$ cat src/include/bcs_cfg.svh
`ifndef BCS_CFG_SVH
`define BCS_CFG_SVH
`define BCS_WORD_W      48
`define BCS_GROUPS      4
`define BCS_CHANS       7
`define BCS_XFER_IDX    3'h6
`define BCS_LAST_SLOT   3'h5
`define BCS_CLK_NS      50
`define BCS_ROUND_NS    3200
`define BCS_ROUND_CYC   (`BCS_ROUND_NS / `BCS_CLK_NS)
`define BCS_SLOT_CYC    ((`BCS_ROUND_NS / `BCS_CLK_NS) / 6)
`define BCS_WORST_NS    200000
`define BCS_WORST_CYC   (`BCS_WORST_NS / `BCS_CLK_NS)
`define BCS_SETTLE_NS   100
`define BCS_SETTLE_CYC  ((`BCS_SETTLE_NS + `BCS_CLK_NS - 1) / `BCS_CLK_NS)
`define BCS_FIFO_DEPTH  32
`endif

$ cat src/include/bcs_pkg.sv
`default_nettype none
`include "bcs_cfg.svh"
package bcs_pkg;
    typedef enum logic [3:0]
    {
        ST_SCAN       = 4'h1,
        ST_IN_TAKE    = 4'h2,
        ST_OUT_FETCH  = 4'h4,
        ST_OUT_SETTLE = 4'h8
    } bcs_state_type;

    typedef struct packed {
        bcs_state_type                   st;
        logic [2:0]                      slot;
        logic [3:0]                      dwell;
        logic [2:0]                      cur;
        logic [6:0]                      act;
        logic [6:0][15:0]                cnt;
        logic                            xdir;
        logic [3:0]                      ires;
        logic [3:0]                      ordy;
        logic [3:0][`BCS_WORD_W-1:0]     oreg;
        logic [`BCS_WORD_W-1:0]          xreg;
        logic [2:0]                      xtag;
        logic                            wr_valid;
        logic [3:0]                      rdy1;
        logic [3:0]                      rdy2;
        logic [3:0]                      ores1;
        logic [3:0]                      ores2;
        logic [3:0][`BCS_WORD_W-1:0]     din1;
        logic [3:0][`BCS_WORD_W-1:0]     din2;
        logic [3:0]                      irq1;
        logic [3:0]                      irq2;
        logic                            irq_seen;
        logic                            adv_pend;
        logic                            irq_go;
        logic                            adv_go;
        logic                            word_req;
        logic [1:0]                      settle;
        logic [12:0]                     wait_cnt;
    } bcs_regs_type;
endpackage : bcs_pkg
`default_nettype wire

$ cat src/hdl/bcs_fifo.sv
`timescale 1ns/1ps
`default_nettype none
module bcs_fifo #(
    parameter int W = 51,
    parameter int D = 32
) (
    // Clock and reset.
    input  wire logic         clk_in,
    input  wire logic         rst_n_in,
    // Write side.
    input  wire logic         wr_valid_in,
    output logic              wr_ready_out,
    input  wire logic [W-1:0] wr_data_in,
    // Read side.
    output logic              rd_valid_out,
    input  wire logic         rd_ready_in,
    output logic [W-1:0]      rd_data_out
);
    localparam int AW = $clog2(D);

    typedef struct packed {
        logic [AW-1:0] wp;
        logic [AW-1:0] rp;
        logic [AW:0]   n;
        logic          full;
        logic          empty;
    } bcs_fifo_type;

    bcs_fifo_type q;
    bcs_fifo_type d;
    logic [W-1:0] mem [D];
    logic         push;
    logic         pop;

    assign push         = wr_valid_in && !q.full;
    assign pop          = rd_ready_in && !q.empty;
    assign wr_ready_out = !q.full;
    assign rd_valid_out = !q.empty;
    assign rd_data_out  = mem[q.rp];

    always_comb
    begin
        d = q;
        if (push)
        begin
            d.wp = q.wp + AW'(1);
        end
        if (pop)
        begin
            d.rp = q.rp + AW'(1);
        end
        d.n     = q.n + {{AW{1'b0}}, push} - {{AW{1'b0}}, pop};
        d.full  = (d.n == (AW + 1)'(D));
        d.empty = (d.n == '0);
    end

    always_ff @(posedge clk_in or negedge rst_n_in)
    begin
        if (!rst_n_in)
        begin
            q <= '{wp: '0, rp: '0, n: '0, full: 1'b0, empty: 1'b1};
        end
        else
        begin
            q <= d;
        end
    end

    always_ff @(posedge clk_in)
    begin
        if (push)
        begin
            mem[q.wp] <= wr_data_in;
        end
    end
endmodule : bcs_fifo
`default_nettype wire

$ cat src/hdl/bcs_scanner.sv
`timescale 1ns/1ps
`default_nettype none
`include "bcs_cfg.svh"
module bcs_scanner
    import bcs_pkg::*;
(
    // Clock and reset.
    input  wire logic                               clk_in,
    input  wire logic                               rst_n_in,
    // Block activation; channel 0..5 buffer, 6 transfer.
    input  wire logic                               start_in,
    input  wire logic [2:0]                         start_chan_in,
    input  wire logic                               start_dir_in,
    input  wire logic [15:0]                        start_len_in,
    // Cable group input side.
    input  wire logic [3:0]                         in_rdy_in,
    output logic [3:0]                              in_res_out,
    input  wire logic [3:0][`BCS_WORD_W-1:0]        in_data_in,
    output logic [3:0]                              in_act_out,
    // Cable group output side.
    output logic [3:0]                              out_rdy_out,
    input  wire logic [3:0]                         out_res_in,
    output logic [3:0][`BCS_WORD_W-1:0]             out_data_out,
    output logic [3:0]                              out_act_out,
    // Interrupt and clock-advance routines.
    input  wire logic [3:0]                         irq_line_in,
    input  wire logic                               clk_adv_req_in,
    output logic                                    irq_start_out,
    output logic                                    clk_adv_start_out,
    // Storage side: output words fetched on request.
    output logic                                    word_req_out,
    output logic [2:0]                              word_chan_out,
    input  wire logic [`BCS_WORD_W-1:0]             word_data_in,
    input  wire logic                               word_valid_in,
    // Storage side: received words.
    output logic [`BCS_WORD_W-1:0]                  rx_data_out,
    output logic [2:0]                              rx_chan_out,
    output logic                                    rx_valid_out,
    input  wire logic                               rx_ready_in
);
    localparam logic [3:0] SLOT_LAST = 4'(`BCS_SLOT_CYC - 1);
    localparam logic [1:0] SETTLE_LD = 2'(`BCS_SETTLE_CYC - 1);
    // The first slots of a round run one cycle longer so that a round spans 3.2 us.
    localparam logic [2:0] LONG_SLOTS = 3'(`BCS_ROUND_CYC % 6);

    bcs_regs_type q;
    bcs_regs_type d;
    logic         wr_ready;
    logic [2:0]   cand;
    logic [1:0]   cgrp;
    logic         cin;
    logic         svc_in;
    logic         svc_out;
    logic         x_in;
    logic         x_need;
    logic [1:0]   grp;
    logic [2:0]   oidx;
    logic [3:0]   dwell_end;

    bcs_fifo #(
        .W (`BCS_WORD_W + 3),
        .D (`BCS_FIFO_DEPTH)
    ) u_rx_fifo (
        .clk_in       (clk_in),
        .rst_n_in     (rst_n_in),
        .wr_valid_in  (q.wr_valid),
        .wr_ready_out (wr_ready),
        .wr_data_in   ({q.xtag, q.xreg}),
        .rd_valid_out (rx_valid_out),
        .rd_ready_in  (rx_ready_in),
        .rd_data_out  ({rx_chan_out, rx_data_out})
    );

    // Even channel numbers (slots 0, 2, 4) are inputs; transfer is group four.
    function automatic logic [1:0] grp_of(input logic [2:0] c);
        grp_of = (c == `BCS_XFER_IDX) ? 2'h3 : c[2:1];
    endfunction : grp_of

    assign in_res_out        = q.ires;
    assign out_rdy_out       = q.ordy;
    assign out_data_out      = q.oreg;
    assign in_act_out        = {1'b0, q.act[4], q.act[2], q.act[0]};
    assign out_act_out       = {1'b0, q.act[5], q.act[3], q.act[1]};
    assign irq_start_out     = q.irq_go;
    assign clk_adv_start_out = q.adv_go;
    assign word_req_out      = q.word_req;
    assign word_chan_out     = q.cur;

    always_comb
    begin
        grp    = 2'h0;
        oidx   = 3'h0;
        dwell_end = (q.slot < LONG_SLOTS) ? SLOT_LAST + 4'h1 : SLOT_LAST;
        d      = q;
        d.rdy1 = in_rdy_in;
        d.rdy2 = q.rdy1;
        d.ores1 = out_res_in;
        d.ores2 = q.ores1;
        d.din1 = in_data_in;
        d.din2 = q.din1;
        d.irq1 = irq_line_in;
        d.irq2 = q.irq1;
        d.irq_go = 1'b0;
        d.adv_go = 1'b0;

        // The transfer channel is checked first at each slot, ahead of the sweep.
        x_in   = q.xdir;
        x_need = q.act[6] && q.cnt[6] != 16'h0000 && (x_in
                 ? (q.rdy2[3] && !q.ires[3] && !q.wr_valid && wr_ready)
                 : (!q.ordy[3] && !q.ores2[3]));
        cand   = x_need ? `BCS_XFER_IDX : q.slot;
        cgrp   = grp_of(cand);
        cin    = x_need ? x_in : !cand[0];
        svc_in  = q.act[cand] && cin && q.rdy2[cgrp] && !q.ires[cgrp]
                  && !q.wr_valid && wr_ready;
        svc_out = q.act[cand] && !cin && !q.ordy[cgrp] && !q.ores2[cgrp];

        if (q.wr_valid && wr_ready)
        begin
            d.wr_valid = 1'b0;
        end

        for (int g = 0; g < 4; g++)
        begin
            grp  = 2'(g);
            oidx = (grp == 2'h3) ? `BCS_XFER_IDX : {grp, 1'b1};
            if (q.ires[g] && !q.rdy2[g])
            begin
                d.ires[g] = 1'b0;
            end
            if (q.ordy[g] && q.ores2[g])
            begin
                d.ordy[g] = 1'b0;
                d.cnt[oidx] = q.cnt[oidx] - 16'h0001;
                if (q.cnt[oidx] == 16'h0001)
                begin
                    d.act[oidx] = 1'b0;
                end
            end
        end

        if (q.irq2 == 4'h0)
        begin
            d.irq_seen = 1'b0;
        end

        case (q.st)
            ST_SCAN:
            begin
                if (q.dwell == 4'h0)
                begin
                    if (q.irq2 != 4'h0 && !q.irq_seen)
                    begin
                        d.irq_go   = 1'b1;
                        d.irq_seen = 1'b1;
                    end
                    if (q.adv_pend)
                    begin
                        d.adv_go   = 1'b1;
                        d.adv_pend = 1'b0;
                    end
                end
                if (q.dwell == 4'h0 && (svc_in || svc_out))
                begin
                    d.cur = cand;
                    d.st  = svc_in ? ST_IN_TAKE : ST_OUT_FETCH;
                    d.word_req = svc_out;
                end
                else if (q.dwell == dwell_end)
                begin
                    d.dwell = 4'h0;
                    d.slot  = (q.slot == `BCS_LAST_SLOT) ? 3'h0 : q.slot + 3'h1;
                end
                else
                begin
                    d.dwell = q.dwell + 4'h1;
                end
            end
            ST_IN_TAKE:
            begin
                grp         = grp_of(q.cur);
                d.xreg      = q.din2[grp];
                d.xtag      = q.cur;
                d.wr_valid  = 1'b1;
                d.ires[grp] = 1'b1;
                d.cnt[q.cur] = q.cnt[q.cur] - 16'h0001;
                if (q.cnt[q.cur] == 16'h0001)
                begin
                    d.act[q.cur] = 1'b0;
                end
                d.st = ST_SCAN;
                if (q.cur != `BCS_XFER_IDX)
                begin
                    d.slot = (q.slot == `BCS_LAST_SLOT) ? 3'h0 : q.slot + 3'h1;
                end
                d.dwell = 4'h0;
            end
            ST_OUT_FETCH:
            begin
                if (word_valid_in)
                begin
                    d.oreg[grp_of(q.cur)] = word_data_in;
                    d.word_req = 1'b0;
                    d.settle   = SETTLE_LD;
                    d.st       = ST_OUT_SETTLE;
                end
            end
            ST_OUT_SETTLE:
            begin
                if (q.settle == 2'h0)
                begin
                    d.ordy[grp_of(q.cur)] = 1'b1;
                    d.st = ST_SCAN;
                    if (q.cur != `BCS_XFER_IDX)
                    begin
                        d.slot = (q.slot == `BCS_LAST_SLOT) ? 3'h0 : q.slot + 3'h1;
                    end
                    d.dwell = 4'h0;
                end
                else
                begin
                    d.settle = q.settle - 2'h1;
                end
            end
            default:
            begin
                d.st = ST_SCAN;
            end
        endcase

        if (clk_adv_req_in)
        begin
            d.adv_pend = 1'b1;
        end

        if (start_in && start_chan_in <= `BCS_XFER_IDX)
        begin
            d.act[start_chan_in] = (start_len_in != 16'h0000);
            d.cnt[start_chan_in] = start_len_in;
            if (start_chan_in == `BCS_XFER_IDX)
            begin
                d.xdir = start_dir_in;
            end
        end

        if (q.act[0] && q.rdy2[0] && !q.ires[0] && wr_ready)
        begin
            d.wait_cnt = q.wait_cnt + 13'h0001;
        end
        else
        begin
            d.wait_cnt = 13'h0000;
        end
    end

    always_ff @(posedge clk_in or negedge rst_n_in)
    begin
        if (!rst_n_in)
        begin
            q    <= '0;
            q.st <= ST_SCAN;
        end
        else
        begin
            q <= d;
        end
    end
endmodule : bcs_scanner
`default_nettype wire

$ cat config.mk
export PLATFORM = sky130hd
export DESIGN_NAME = bcs_scanner
export DESIGN_NICKNAME = d
export VERILOG_FILES = /design/src/include/bcs_pkg.sv /design/src/hdl/bcs_fifo.sv /design/src/hdl/bcs_scanner.sv
export VERILOG_INCLUDE_DIRS = /design/src /design/src/include
export SDC_FILE = /design/constraint.sdc
export NUM_CORES = 2
export LEC_CHECK = 0
export ABC_CLOCK_PERIOD_IN_PS = 5300
export BUFFER_PORTS_ARGS = -buffer_cell sky130_fd_sc_hd__buf_4
export CORE_UTILIZATION = 50
export CTS_BUF_LIST = sky130_fd_sc_hd__clkbuf_16
export CTS_CLUSTER_SIZE = 8
export DETAILED_ROUTE_END_ITERATION = 6
export GPL_TIMING_DRIVEN = 0
export HOLD_SLACK_MARGIN = 0.12
export PLACE_DENSITY = 0.67
export SYNTH_ARGS = -nofsm -noshare
export SYNTH_HDL_FRONTEND = slang
export SYNTH_SLANG_ARGS = --single-unit
$ cat constraint.sdc
create_clock -name clk_in -period 5.3 [get_ports clk_in]
set_input_delay 0.265 -clock clk_in [delete_from_list [all_inputs] [get_ports clk_in]]
set_output_delay 0.265 -clock clk_in [all_outputs]
set_load 0.03 [all_outputs]
==> results.toml <==
[clocking]
path_clk_slew_ns = 0.05
clock-root-buffer = "clkbuf_16"
clkLatencyLatePin_ns = 0.95
cts_buffer_depth = 4
h-tree-depth = 5
cts_tree = "built"
numClockSinks = 2451
cts_buffers = 357

[finish]
drive_gt1_share_pct = 32.1
multi_input_area_sq_um = 22200
final_nets = 6686
ff_latch_area_sq_um = 69500
fillers = 12700
final_cell_area_sq_um = 118000
fin_util_pct = 63.5
syn_to_final_growth_pct = 25.5

[power]
pwr-share-seq_pct = 40.0
total_power_w = 0.0547
p_switching_w = 0.0160
combPwrFrac_pct = 24.1
clkPwrFrac_pct = 35.9
irDropWorstVdd_uv = 358
p_per_area_nw_per_um2 = 463
p_leak_nw = 47.7
internal_power_w = 0.0387
switching_share_pct = 29.2

[placement]
gp_congestion = 0.902
port-buffer-count = 523
post-place-ws_ns = 0.734
dp_hpwl_mm = 162
placed_area_sq_um = 103000

[synthesis]
synth-xor-area-share_pct = 0.760
yosysUniqueCellTypes = 79
synth_top_flop_cell = "edfxtp_1"
synth_area_per_cell_sq_um = 19.3
ys_seq_area_share_pct = 73.8
synth_top_family_by_area = "multiplexers"
synth_area_leaders = "edfxtp_1 52%, dfrtp_1 22%, mux4_2 13%"
synth_compound_area_share_pct = 2.01
syn-cell-area_sq_um = 94200
synth_top_cell_area_share_pct = 52.0
yosysWarnings = 0
ys_seq_elements = 2451
synthMuxAreaShare_pct = 16.9
synth_edf_count = 1632
async_flop_share_pct = 33.4
synth_fa_ha_area_share_pct = 0.340
yosys.area.top_type = "edfxtp_1"
postSynthCellCount = 4884
yosys.area_share.simple_pct = 3.25

[floorplan]
dieHeight_um = 436
pin_count = 544
fp-row-count = 158
die_area_sq_um = 190000
design.core.area_sq_um = 186000
start_util_pct = 50.6
die-width_um = 436

[drt]
wire_per_inst_um = 28.1
vias = 52300
drt_iter0_markers = 5416
first_pass_iters = 6
via_per_inst = 5.81
ant_nets = 0
drt-total-wl_mm = 253
drc = 0

[setup_path]
cp_cell_sequence = "clkbuf_1 > clkbuf_2 > clkdlybuf4s15_1 > mux4_2 > mux4_2 > mux2_2 > buf_4"
cp.required_ns = 5.04
regToRegStartpoint = "word_chan_out[2]$_DFFE_PN0P_"
rrSetupSlack_ns = 0.77
worstSetupStartpointType = "register"
crit_path_end_kind = "output port"
cp.arrival_ns = 4.80
cp_max_fo = 10
worst-setup-path-type = "register to output port"
cp_common_cell = "mux4_2"
crit_start = "u_rx_fifo.q[8]$_DFFE_PN0P_"
cp_slowest_stage_delay_ns = 0.95
crit_slowest_cell = "clkdlybuf4s15_1"

[worst_hold_path]
hold_start = "word_data_in[1]"
hold_path_class = "input pin to register"

[outcome]
status = "complete, no violations"

[timing]
hold_viol = 0
fin_ws_ns = 0.233
final.min_clock_period_ns = 5.07
holdWs_ns = 0.164
skew_ns = 0.0576
setup_viol = 0
fmax_ghz = 0.197
relSlewSlack_pct = 9.02
tightestPinTransition_ns = 1.36
min_period_over_period_pct = 95.6
rsz0062_at_grt = "false"
drv_slew = 0

[grt]
grt-ovfl-total = 0
grt_usage_pct = 26.8
grt_pass1_wl_mm = 369
antenna_found_initial = 8
grt_max_degree = 125
first_global_vias = 55400

[run]
drv_cap = 0
placed cells by master (no fill, tap or decap), drive strengths merged, types with 5 or more instances in the layout:
cell         Yosys  layout
edfxtp        1632    1632
nor4b            8       8
o21ai          112     112
ha              24      24
nor4            20      20
o211ai           5       5
a31oi            7       7
a21o             7       7
diode            0       6
nand2b           9       9
and3            34      34
a22oi            8       8
nand2          311     311
o221ai           8       8
nand3b           9       9
mux2i           45      45
nor2           116     116
or3b             5       5
nor3b            7       7
inv             47     172
a21oi          103     103
nand4b           6       6
xnor2           34      34
and2             6       6
nor3            35      35
nor2b            9       9
mux2           255     255
xor2            46      46
nand3           30      30
dlygate4sd3      0     531
buf            291     897
or3             10      10
clkbuf         160     521
nand4           11      11
or4              5       5
o22ai           41      41
mux4           561     561
dfrtp          817     817
per-layer routing:
metal	wire [um]	GRT usage [%]
met4	8720	9.66
met3	19100	5.15
met5	17	0
met2	128000	44.8
met1	97000	35.2
registers in the layout, summed over array words and instances (netlist names), 3 cells and up:
| signal | flops |
|---|---|
| out_rdy_out | 4 |
| word_chan_out | 3 |
| d | 204 |
| in_act_out | 3 |
| u_rx_fifo.q | 18 |
| out_act_out | 3 |
| q | 384 |
| out_data_out | 192 |
| in_res_out | 4 |
| u_rx_fifo.mem | 1632 |
worst paths after layout:
path,end,depth (start not counted)
setup / recovery,rx_data_out[38],7
hold reg to reg,q[219]$_DFF_PN0_,0
min in group asynchronous,q[479]$_DFFE_PN0P_,4
hold / removal,out_data_out[49]$_DFFE_PN0P_,3
setup reg to reg,q[693]$_DFF_PN0_,11
max in group asynchronous,q[190]$_DFF_PN0_,7
cells by family after synthesis:
family,after synthesis
DFF,2451
muxes,861
and+or+nand+nor,645
buffers and inverters,498
AOI/OAI and AO/OA,323
xor gates and xnor gates,80
adders and majority gates,25
other,1
cell type report:
type | count | share of cell area, %
Antenna cell | 6 | 0.0127
Buffer | 451 | 2.17
Clock buffer | 361 | 7.64
Clock inverter | 129 | 0.456
Inverter | 47 | 0.149
Multi-Input combinational cell | 1936 | 18.8
Sequential cell | 2451 | 58.8
Tap cell | 2480 | 2.63
Timing Repair Buffer | 1139 | 9.35
metrics by stage:
step,TNS (ns),instances
2_1_floorplan,0,4885
3_3_place_gp,-7162.55,7888
3_5_place_dp,0,7970
4_1_cts,0,8992
5_1_grt,0,8997
6_report,0,9000
power groups by stage:
stage / registers, W / logic (W) / clock network [W]
global placement: 0.0221 / 0.0128 / 0
detailed placement: 0.0222 / 0.0130 / 0
finish: 0.0219 / 0.0132 / 0.0197
CTS: 0.0218 / 0.0133 / 0.0200
global route: 0.0219 / 0.0139 / 0.0208
floorplan: 0.0219 / 0.00829 / 0
critical path: cells and delay by family (launching register included):
kind                   cells  cell delay (ns)
buffers and inverters      4             1.95
DFF                        1             0.36
muxes                      3             1.54
cell usage after synthesis, types with 9 or more instances:
library cell  number
edfxtp_1        1632
dfrtp_1          817
mux4_2           561
nand2_1          311
mux2_2           253
buf_4            215
clkbuf_1         157
nor2_1           116
a21oi_1          100
o21ai_0           83
buf_1             64
inv_1             47
mux2i_1           45
xor2_1            45
o22ai_1           41
and3_1            34
xnor2_1           33
nand3_1           30
nor3_1            29
o21ai_1           29
ha_1              24
nor4_1            20
nand4_1           10
or3_1             10
nand2b_1           9
nor2b_1            9
what timing repair did:
action                     4_1_cts  5_1_grt
hold endpoints to repair       794        0
resized for setup                4        1
setup endpoints to repair       51        1
setup buffers                    0        0
hold buffers                   532        0
(Power assumes the default switching activity.)
